$ cat src/pmd_pkg.sv
// Constants, types and the edge sensing helper for the page-mode strobe block.
// Assumes one core clock that runs far faster than the processor clock.

package pmd_pkg;
	localparam int PAGE_ADDR_W = 15;
	localparam int HIT_CNT_W = 16;
	localparam logic [7:0] CTRL_OFS = 8'h00;
	localparam logic [7:0] STAT_OFS = 8'h04;
	localparam logic [7:0] HITS_OFS = 8'h08;
	localparam int CTRL_EN_BIT = 0;
	localparam int CTRL_FLUSH_BIT = 1;
	localparam logic CTRL_EN_RST = 1'b1;
	localparam logic [31:0] RDATA_RST = 32'h0000_0000;

	typedef enum logic [2:0] {
		PMD_IDLE = 3'b000,
		PMD_PRECH = 3'b001,
		PMD_ROW = 3'b010,
		PMD_ACT = 3'b011,
		PMD_END = 3'b100
	} pmd_state_t;

	typedef enum logic [1:0] {
		PMD_HIT = 2'b00,
		PMD_MISS = 2'b01,
		PMD_ZW = 2'b10,
		PMD_ONE = 2'b11
	} pmd_ctype_t;
endpackage

`timescale 1ns/1ps

module pmd_edge_sense (
	// Clock and reset
	input wire logic i_core_clk,
	input wire logic i_rst,
	// Processor clock and strobes
	input wire logic i_processor_clock,
	input wire logic i_memory_read_strobe_n,
	input wire logic i_memory_write_strobe_n,
	// Edge pulses and strobe levels
	output logic o_rise,
	output logic o_fall,
	output logic o_rd_n,
	output logic o_wr_n
);
	typedef struct packed {
		logic clk_now;
		logic clk_prev;
		logic rd_n;
		logic wr_n;
	} pmd_sense_t;

	pmd_sense_t st_r;
	pmd_sense_t st_nxt;

	always_comb begin
		st_nxt = st_r;
		st_nxt.clk_now = i_processor_clock;
		st_nxt.clk_prev = st_r.clk_now;
		st_nxt.rd_n = i_memory_read_strobe_n;
		st_nxt.wr_n = i_memory_write_strobe_n;
	end

	always_ff @(posedge i_core_clk or posedge i_rst) begin
		if (i_rst) begin
			st_r <= '{clk_now: 1'b0, clk_prev: 1'b0, rd_n: 1'b1, wr_n: 1'b1};
		end else begin
			st_r <= st_nxt;
		end
	end

	// Strobe levels are the ones seen together with the edge pulse
	assign o_rise = st_r.clk_now & ~st_r.clk_prev;
	assign o_fall = ~st_r.clk_now & st_r.clk_prev;
	assign o_rd_n = st_r.rd_n;
	assign o_wr_n = st_r.wr_n;
endmodule

$ cat src/pmd_strobe_ctrl.sv
// Row and column strobe timing engine with its register slave.
// Assumes the processor clock and strobes are synchronous to the core clock.
//
// Design decisions made here: the Avalon-MM slave port and the address map.
`timescale 1ns/1ps

module pmd_strobe_ctrl #(
	parameter int PAGE_W = pmd_pkg::PAGE_ADDR_W
) (
	// Clock and reset
	input wire logic i_core_clk,
	input wire logic i_rst,
	// Processor side
	input wire logic i_processor_clock,
	input wire logic i_memory_read_strobe_n,
	input wire logic i_memory_write_strobe_n,
	input wire logic i_cpu_hold_ack,
	input wire logic [PAGE_W-1:0] i_page_addr,
	input wire logic i_byte_high_n,
	input wire logic i_xbyte_high_n,
	input wire logic i_addr0,
	input wire logic i_xaddr0,
	input wire logic [1:0] i_row_select,
	input wire logic [1:0] i_col_select,
	// Straps
	input wire logic i_page_mode_select_n,
	input wire logic i_bank_group_select,
	input wire logic i_read_wait_select,
	input wire logic i_write_wait_select,
	// Memory side
	output logic [3:0] o_row_strobe_n,
	output logic o_row_column_mux_select,
	output logic [3:0] o_column_strobe_n,
	output logic o_zero_wait_indicator_n_o,
	output logic o_zero_wait_indicator_n_oe,
	output logic o_iochrdy_o,
	output logic o_iochrdy_oe,
	// Avalon-MM slave
	input wire logic [7:0] i_avs_address,
	input wire logic i_avs_read,
	input wire logic i_avs_write,
	input wire logic [31:0] i_avs_writedata,
	input wire logic [3:0] i_avs_byteenable,
	output logic [31:0] o_avs_readdata,
	output logic o_avs_waitrequest
);
	typedef struct packed {
		pmd_pkg::pmd_state_t state;
		pmd_pkg::pmd_ctype_t ctype;
		logic cas_on;
		logic [3:0] cas_en;
		logic [PAGE_W-1:0] page;
		logic page_valid;
		logic row_n;
		logic mux;
		logic [3:0] cas_n;
		logic zw_oe;
		logic rdy_o;
		logic rdy_oe;
		logic en;
		logic flush;
		logic [pmd_pkg::HIT_CNT_W-1:0] hits;
		logic avs_wait;
		logic [31:0] rdata;
	} pmd_ctrl_t;

	pmd_ctrl_t st_r;
	pmd_ctrl_t st_nxt;
	logic rise;
	logic fall;
	logic rd_n;
	logic wr_n;
	logic is_write;
	logic page_mode;
	logic wait_sel;
	logic cas_hi;
	logic cas_lo;
	logic en_c0;
	logic en_c1;
	logic [3:0] cas_dec;
	logic [31:0] rd_val;

	pmd_edge_sense u_sense (
		.i_core_clk(i_core_clk),
		.i_rst(i_rst),
		.i_processor_clock(i_processor_clock),
		.i_memory_read_strobe_n(i_memory_read_strobe_n),
		.i_memory_write_strobe_n(i_memory_write_strobe_n),
		.o_rise(rise),
		.o_fall(fall),
		.o_rd_n(rd_n),
		.o_wr_n(wr_n)
	);

	// Straps are read live; they must not move while the block runs
	assign is_write = ~wr_n;
	assign page_mode = ~i_page_mode_select_n & ~i_cpu_hold_ack;
	assign wait_sel = is_write ? i_write_wait_select : i_read_wait_select;
	assign cas_hi = i_cpu_hold_ack ? ~i_xbyte_high_n : ~i_byte_high_n;
	assign cas_lo = i_cpu_hold_ack ? ~i_xaddr0 : ~i_addr0;
	assign en_c1 = i_col_select[1] &
		(i_bank_group_select ? i_row_select[1] : i_row_select[0]);
	assign en_c0 = i_col_select[0] &
		(i_bank_group_select ? i_row_select[0] : i_row_select[1]);
	assign cas_dec = {en_c1 & cas_hi, en_c1 & cas_lo,
		en_c0 & cas_hi, en_c0 & cas_lo};

	always_comb begin
		rd_val = 32'h0000_0000;
		case (i_avs_address)
			pmd_pkg::CTRL_OFS: rd_val = {30'h0000_0000, st_r.flush, st_r.en};
			pmd_pkg::STAT_OFS: rd_val = {20'h0_0000, st_r.page_valid,
				st_r.row_n, st_r.mux, st_r.zw_oe, st_r.rdy_oe, st_r.cas_on,
				st_r.ctype, 1'b0, st_r.state};
			pmd_pkg::HITS_OFS: rd_val = {16'h0000, st_r.hits};
			default: rd_val = 32'h0000_0000;
		endcase
	end

	always_comb begin
		st_nxt = st_r;
		case (st_r.state)
			pmd_pkg::PMD_IDLE: begin
				if (fall && !st_r.en) begin
					st_nxt.row_n = 1'b1;
					st_nxt.mux = 1'b0;
					st_nxt.page_valid = 1'b0;
				end else if (fall && (!rd_n || !wr_n)) begin
					st_nxt.cas_en = cas_dec;
					st_nxt.cas_on = 1'b0;
					if (page_mode) begin
						if (!is_write && st_r.page_valid && !st_r.flush &&
							i_page_addr == st_r.page) begin
							st_nxt.ctype = pmd_pkg::PMD_HIT;
							st_nxt.zw_oe = 1'b1;
							st_nxt.hits = st_r.hits + 1'b1;
							st_nxt.state = pmd_pkg::PMD_ACT;
						end else begin
							// Miss or write: precharge and hold off the CPU
							st_nxt.ctype = pmd_pkg::PMD_MISS;
							st_nxt.flush = 1'b0;
							st_nxt.row_n = 1'b1;
							st_nxt.rdy_o = 1'b0;
							st_nxt.rdy_oe = 1'b1;
							st_nxt.state = pmd_pkg::PMD_PRECH;
						end
					end else if (!wait_sel) begin
						st_nxt.ctype = pmd_pkg::PMD_ZW;
						st_nxt.row_n = 1'b0;
						st_nxt.mux = 1'b1;
						st_nxt.state = pmd_pkg::PMD_ACT;
					end else begin
						st_nxt.ctype = pmd_pkg::PMD_ONE;
						st_nxt.row_n = 1'b0;
						st_nxt.state = pmd_pkg::PMD_ROW;
					end
				end
			end
			pmd_pkg::PMD_PRECH: begin
				if (rise) begin
					st_nxt.mux = 1'b0;
				end else if (fall) begin
					st_nxt.row_n = 1'b0;
					st_nxt.state = pmd_pkg::PMD_ROW;
				end
			end
			pmd_pkg::PMD_ROW: begin
				if (rise) begin
					st_nxt.mux = 1'b1;
					st_nxt.state = pmd_pkg::PMD_ACT;
				end
			end
			pmd_pkg::PMD_ACT: begin
				if (rise && !st_r.cas_on && st_r.ctype != pmd_pkg::PMD_ZW) begin
					st_nxt.cas_n = ~st_r.cas_en;
					st_nxt.cas_on = 1'b1;
				end else if (rise && st_r.rdy_oe && st_r.rdy_o) begin
					st_nxt.rdy_oe = 1'b0;
					st_nxt.rdy_o = 1'b0;
				end else if (fall && !st_r.cas_on &&
					st_r.ctype == pmd_pkg::PMD_ZW) begin
					st_nxt.cas_n = ~st_r.cas_en;
					st_nxt.cas_on = 1'b1;
				end else if (fall && st_r.cas_on && st_r.rdy_oe &&
					!st_r.rdy_o) begin
					st_nxt.rdy_o = 1'b1;
				end else if (fall && st_r.cas_on && rd_n && wr_n) begin
					st_nxt.cas_n = 4'hF;
					st_nxt.cas_on = 1'b0;
					if (st_r.ctype == pmd_pkg::PMD_HIT ||
						st_r.ctype == pmd_pkg::PMD_MISS) begin
						// Row stays open so the next read can hit
						st_nxt.page = i_page_addr;
						st_nxt.page_valid = 1'b1;
						st_nxt.state = pmd_pkg::PMD_END;
					end else if (st_r.ctype == pmd_pkg::PMD_ZW) begin
						st_nxt.row_n = 1'b1;
						st_nxt.mux = 1'b0;
						st_nxt.state = pmd_pkg::PMD_IDLE;
					end else begin
						st_nxt.row_n = 1'b1;
						st_nxt.state = pmd_pkg::PMD_END;
					end
				end
			end
			pmd_pkg::PMD_END: begin
				if (rise) begin
					if (st_r.ctype == pmd_pkg::PMD_ONE) begin
						st_nxt.mux = 1'b0;
					end
					st_nxt.zw_oe = 1'b0;
					if (st_r.rdy_oe && st_r.rdy_o) begin
						st_nxt.rdy_oe = 1'b0;
						st_nxt.rdy_o = 1'b0;
					end
					st_nxt.state = pmd_pkg::PMD_IDLE;
				end
			end
			default: st_nxt.state = pmd_pkg::PMD_IDLE;
		endcase

		// One wait cycle on every access keeps the read path registered
		st_nxt.avs_wait = 1'b1;
		if ((i_avs_read || i_avs_write) && st_r.avs_wait) begin
			st_nxt.avs_wait = 1'b0;
			st_nxt.rdata = i_avs_read ? rd_val : 32'h0000_0000;
		end
		// Placed last so a flush write beats the engine clearing it
		if (i_avs_write && !st_r.avs_wait && i_avs_byteenable[0] &&
			i_avs_address == pmd_pkg::CTRL_OFS) begin
			st_nxt.en = i_avs_writedata[pmd_pkg::CTRL_EN_BIT];
			if (i_avs_writedata[pmd_pkg::CTRL_FLUSH_BIT]) begin
				st_nxt.flush = 1'b1;
			end
		end
	end

	always_ff @(posedge i_core_clk or posedge i_rst) begin
		if (i_rst) begin
			st_r <= '{state: pmd_pkg::PMD_IDLE, ctype: pmd_pkg::PMD_ONE,
				cas_on: 1'b0, cas_en: 4'h0, page: '0, page_valid: 1'b0,
				row_n: 1'b1, mux: 1'b0, cas_n: 4'hF, zw_oe: 1'b0,
				rdy_o: 1'b0, rdy_oe: 1'b0, en: pmd_pkg::CTRL_EN_RST,
				flush: 1'b0, hits: '0, avs_wait: 1'b1,
				rdata: pmd_pkg::RDATA_RST};
		end else begin
			st_r <= st_nxt;
		end
	end

	assign o_row_strobe_n = {4{st_r.row_n}};
	assign o_row_column_mux_select = st_r.mux;
	assign o_column_strobe_n = st_r.cas_n;
	// Open drain: only ever pulls low, the pull-up does the rest
	assign o_zero_wait_indicator_n_o = st_r.rdy_o & 1'b0;
	assign o_zero_wait_indicator_n_oe = st_r.zw_oe;
	assign o_iochrdy_o = st_r.rdy_o;
	assign o_iochrdy_oe = st_r.rdy_oe;
	assign o_avs_readdata = st_r.rdata;
	assign o_avs_waitrequest = st_r.avs_wait;

	AST_START_ON_FALL: assert property (@(posedge i_core_clk) disable iff (i_rst)
		(st_r.state == pmd_pkg::PMD_IDLE &&
		st_nxt.state != pmd_pkg::PMD_IDLE) |-> fall && (!rd_n || !wr_n))
		else $error("cycle started without a sampled strobe");
	AST_MUX_ON_RISE: assert property (@(posedge i_core_clk) disable iff (i_rst)
		($changed(st_r.mux) && st_r.ctype != pmd_pkg::PMD_ZW &&
		$past(st_r.state) != pmd_pkg::PMD_IDLE) |-> $past(rise))
		else $error("mux select moved off a rising edge");
	AST_MUX_ON_FALL: assert property (@(posedge i_core_clk) disable iff (i_rst)
		($changed(st_r.mux) && st_r.ctype == pmd_pkg::PMD_ZW) |->
		$past(fall) && (st_r.mux == ~st_r.row_n))
		else $error("zero-wait mux select not with row strobe on fall");
	AST_CAS_OFF_FALL: assert property (@(posedge i_core_clk) disable iff (i_rst)
		(|(st_r.cas_n & ~$past(st_r.cas_n))) |-> $past(fall))
		else $error("column strobe released off a falling edge");
	AST_CAS_ON_RISE: assert property (@(posedge i_core_clk) disable iff (i_rst)
		((|(~st_r.cas_n & $past(st_r.cas_n))) &&
		st_r.ctype != pmd_pkg::PMD_ZW) |-> $past(rise) && st_r.mux)
		else $error("column strobe asserted off a rising edge");
	AST_CAS_ON_FALL: assert property (@(posedge i_core_clk) disable iff (i_rst)
		((|(~st_r.cas_n & $past(st_r.cas_n))) &&
		st_r.ctype == pmd_pkg::PMD_ZW) |-> $past(fall))
		else $error("zero-wait column strobe not on falling edge");
	AST_ZW_RELEASE: assert property (@(posedge i_core_clk) disable iff (i_rst)
		$fell(st_r.zw_oe) |-> $past(rise) && $past(st_r.state) ==
		pmd_pkg::PMD_END)
		else $error("zero-wait indicator released off a rising edge");
	AST_RDY_TRISTATE: assert property (@(posedge i_core_clk) disable iff (i_rst)
		$fell(st_r.rdy_oe) |-> $past(rise) && $past(st_r.rdy_o))
		else $error("ready released without high drive or rising edge");
	AST_RDY_HIGH_FALL: assert property (@(posedge i_core_clk) disable iff (i_rst)
		($rose(st_r.rdy_o) && st_r.rdy_oe) |-> $past(fall))
		else $error("ready driven high off a falling edge");
	AST_HIT_ONLY_ZW: assert property (@(posedge i_core_clk) disable iff (i_rst)
		$rose(st_r.zw_oe) |-> st_r.ctype == pmd_pkg::PMD_HIT && !st_r.rdy_oe)
		else $error("zero-wait indicator pulled outside a page hit");
	AST_MISS_PRECHARGE: assert property (@(posedge i_core_clk) disable iff (i_rst)
		(st_r.state == pmd_pkg::PMD_PRECH) |-> st_r.row_n && st_r.rdy_oe &&
		!st_r.rdy_o && !i_cpu_hold_ack)
		else $error("miss without precharge and ready low");
endmodule

$ cat config.mk
export PLATFORM = sky130hd
export DESIGN_NAME = pmd_strobe_ctrl
export DESIGN_NICKNAME = d
export VERILOG_FILES = /design/src/pmd_pkg.sv /design/src/pmd_strobe_ctrl.sv
export SDC_FILE = /design/constraint.sdc
export NUM_CORES = 1
export LEC_CHECK = 0
export BUFFER_PORTS_ARGS = -buffer_cell sky130_fd_sc_hd__buf_2
export CAP_MARGIN = 20
export CORE_MARGIN = 4
export CORE_UTILIZATION = 25
export DETAILED_ROUTE_END_ITERATION = 8
export GPL_ROUTABILITY_DRIVEN = 1
export GPL_TIMING_DRIVEN = 0
export HOLD_SLACK_MARGIN = 0.06
export SYNTH_ARGS = -nofsm -noshare
export SYNTH_HDL_FRONTEND = slang
export SYNTH_SLANG_ARGS = --single-unit
$ cat constraint.sdc
create_clock -name i_core_clk -period 4.4 [get_ports i_core_clk]
set_input_delay 0.22 -clock i_core_clk [delete_from_list [all_inputs] [get_ports i_core_clk]]
set_output_delay 0.22 -clock i_core_clk [all_outputs]
set_load 0.005 [all_outputs]
==> flow_metrics.env <==
export IMPL_status="finished clean"
export IMPL_syn_avg_cell_area_sq_um=10.6
export IMPL_ir_drop_uv=253
export IMPL_critPathLaunchType="register"
export IMPL_place_area_sq_um=4830
export IMPL_die_width_um=136
export IMPL_max_freq_ghz=0.410
export IMPL_critPathSlowestCell="nor4_1"
export IMPL_wl_per_cell_um=14.3
export IMPL_timing_final_crit_share=0.555
export IMPL_layout_cells_non_filler=712
export IMPL_clock_sinks=74
export IMPL_dieArea_sq_um=18500
export IMPL_cp_end_kind="register"
export IMPL_htreeDepth=3
export IMPL_fill_cells=1708
export IMPL_first_pass_iters=4
export IMPL_critical_path_buf_inv_count=1
export IMPL_synth_cell_types=58
export IMPL_via_per_inst=4.46
export IMPL_gp_congestion=0.897
export IMPL_p_sw_mw=0.588
export IMPL_wl_um=10200
export IMPL_initial_core_util=0.256
export IMPL_tightest_slew_ns=0.910
export IMPL_p_total_mw=2.22
export IMPL_path_cells="and3b_1 -> nand4_1 -> nor4_1 -> clkbuf_1 -> nand3_1 -> xnor2_1"
export IMPL_finalHoldViolations=0
export IMPL_portBuffers=73
export IMPL_slew_limit_headroom=0.392
export IMPL_intPower_mw=1.63
export IMPL_layout_drive_gt1_share=0.357
export IMPL_route_detailed_drc=0
export IMPL_grt_pass1_wl_um=16800
export IMPL_p_clk_frac=0.409
export IMPL_grt_util_all_layers=0.115
export IMPL_first_global_vias=3184
export IMPL_largest_register_ff_count=44
export IMPL_ff_latch_area_sq_um=1870
export IMPL_dp_hpwl_um=7750
export IMPL_antenna_found_initial=0
export IMPL_critPathMaxFanout=10
export IMPL_antenna_left=0
export IMPL_place_ws_ns=1.92
export IMPL_n_antenna_cell=0
export IMPL_synth_edff_count=0
export IMPL_rsz0062_at_grt="false"
export IMPL_seqPwrFrac=0.372
export IMPL_cts_inserted_buffers=9
export IMPL_p_per_area_nw_per_um2=424
export IMPL_first_iter_violations=210
export IMPL_critPathKind="register to register"
export IMPL_syn_area_sq_um=4100
export IMPL_clk_pin_slew_worst_paths_ns=0.06
export IMPL_arrival_ns=2.66
export IMPL_clkLatencyLatePin_ns=0.33
export IMPL_cts_root_buffer="clkbuf_16"
export IMPL_crit_family="simple AND/OR/NAND/NOR gates"
export IMPL_setup_tns_final_ns=0
export IMPL_leakage_nw=2.46
export IMPL_maxSlewViolCount=0
export IMPL_syn_inst=386
export IMPL_min_period_ns=2.44
export IMPL_grt_max_degree=59
export IMPL_comb_power_share=0.219
export IMPL_max_cap_violations=0
export IMPL_setup_viol=0
export IMPL_multi_input_area_sq_um=1860
export IMPL_crit_required_ns=4.62
export IMPL_cts_tree="built"
export IMPL_hp_class="input port to register"
export IMPL_fin_nets=571
export IMPL_core_area_sq_um=16000
export IMPL_synth_seq_area_share=0.455
export IMPL_fin_skew_ns=0.00641
export IMPL_clock_path_buffers=2
export IMPL_ios=125
export IMPL_swShare=0.265
export IMPL_place_inst=692
export IMPL_async_flop_share=1.00
export IMPL_setup_slack_ns=1.96
export IMPL_fin_area_sq_um=5240
export IMPL_cts_setup_buffers=0
export IMPL_yosysWarnings=0
export IMPL_synthFlopType="dfrtp_1"
export IMPL_regMostFlops="st_r"
export IMPL_core_rowCount=46
export IMPL_vias=3179
export IMPL_critPathMaxStageDelay_ns=0.63
export IMPL_area_growth_pct=27.6
export IMPL_ys_seq_elements=74
export IMPL_grt_remaining_overflow=0
export IMPL_ctsResizeCount=0
export IMPL_die_h_um=136
path summary, 6_finish.rpt:
| path | from | endpoint | slack, ns | cells after the start |
|---|---|---|---|---|
| hold reg to reg | st_r[76] | o_column_strobe_n[0] | 0.42 | 1 |
| min in group asynchronous | i_rst | st_r[63] | 0.37 | 3 |
| max in group asynchronous | i_rst | o_column_strobe_n[1] | 3.43 | 4 |
| setup / recovery | u_sense.o_wr_n | st_r[47] | 1.96 | 6 |
| hold / removal | i_avs_writedata[1] | st_r[49] | 0.11 | 3 |
| setup reg to reg | u_sense.o_wr_n | st_r[47] | 1.96 | 6 |
cell type report:
class	count	share of cell area
buffer	57	0.0777
tap	216	0.0516
inverter	7	0.00550
sequential	74	0.356
clock inverter	5	0.0239
multi-input combinational	264	0.356
timing repair buffer	78	0.0827
clock buffer	11	0.0464
placed cells by master (no fill, tap or decap), types with 5 or more instances in the layout:
cell type / n
a21oi_1: 13
buf_2: 76
dfrtp_1: 63
inv_1: 6
mux2_2: 9
mux2i_1: 8
buf_4: 42
mux2_4: 10
dfstp_2: 11
and3_1: 11
conb_1: 17
a2bb2oi_1: 5
clkbuf_16: 9
a22o_1: 9
a22oi_1: 10
clkbuf_1: 9
nand3_1: 9
nand2_1: 25
nor2_1: 12
o21ai_0: 18
nand4_1: 12
nor3_1: 5
xnor2_1: 29
worst reg2reg max path, cell delays in order (launching register included):
cell and delay, ns:
dfstp_2 0.56, and3b_1 0.17, nand4_1 0.08, nor4_1 0.63
clkbuf_1 0.53, nand3_1 0.19, xnor2_1 0.17
repair_timing:
| item | in CTS | in global routing |
|---|---|---|
| endpoints found under the hold margin | 18 | 0 |
| endpoints found under the setup margin | 0 | 0 |
| hold buffers | 4 | 0 |
kinds of logic after synthesis:
logic type                 Yosys count  synth area share
xor gates and xnor gates            30            0.0641
buffers and inverters               64             0.106
AOI/OAI and AO/OA                   78             0.130
other                                1          0.000914
DFF                                 74             0.455
muxes                               27            0.0808
adders and majority gates            2           0.00549
and+or+nand+nor                    110             0.158
power groups by stage:
stage	clock (mW)	sequential, mW	combinational, mW
2_1_floorplan	0	0.814	0.337
3_3_place_gp	0	0.834	0.477
3_5_place_dp	0	0.837	0.481
4_1_cts	0.931	0.827	0.487
5_1_grt	0.960	0.837	0.545
6_report	0.908	0.827	0.486
Yosys cell counts, drive strengths merged (2+ instances only):
cell | n | area, sq um
buf | 49 | 377
nor2b | 4 | 25.0
o21ai | 19 | 95.1
dfstp | 11 | 289
a31oi | 2 | 12.5
a211oi | 3 | 22.5
a21oi | 13 | 65.1
a211o | 2 | 17.5
mux2 | 19 | 251
a22o | 9 | 78.8
inv | 7 | 26.3
and3b | 2 | 17.5
or3 | 3 | 18.8
nor3b | 5 | 57.6
nand3 | 9 | 45.0
dfrtp | 63 | 1580
xnor2 | 29 | 254
nor4 | 5 | 46.3
a2bb2oi | 5 | 43.8
and3 | 11 | 68.8
clkbuf | 8 | 30.0
and2 | 3 | 18.8
o311ai | 2 | 17.5
a22oi | 10 | 75.1
nor2 | 12 | 45.0
or2 | 3 | 18.8
nor3 | 5 | 25.0
nand2 | 25 | 93.8
mux2i | 8 | 80.1
a21o | 2 | 15.0
o31ai | 3 | 22.5
nand2b | 3 | 18.8
and4 | 4 | 35.0
nand4 | 12 | 75.1
through the flow:
step,hold slack [ns],util
floorplan,0.224,-
global placement,0.326,0.300
detailed placement,0.179,0.302
CTS,0.109,0.327
global route,0.115,0.327
finish,0.107,0.327
metal layers:
layer / vias to the layer above / global-route usage / routed length, um
li1: 1548 / - / -
met1: 1485 / 0.164 / 4760
met2: 138 / 0.163 / 4350
met3: 8 / 0.0385 / 959
met4: 0 / 0.0358 / 123
met5: - / 0 / 0
No activity file was read; power rests on OpenSTA's default activity.
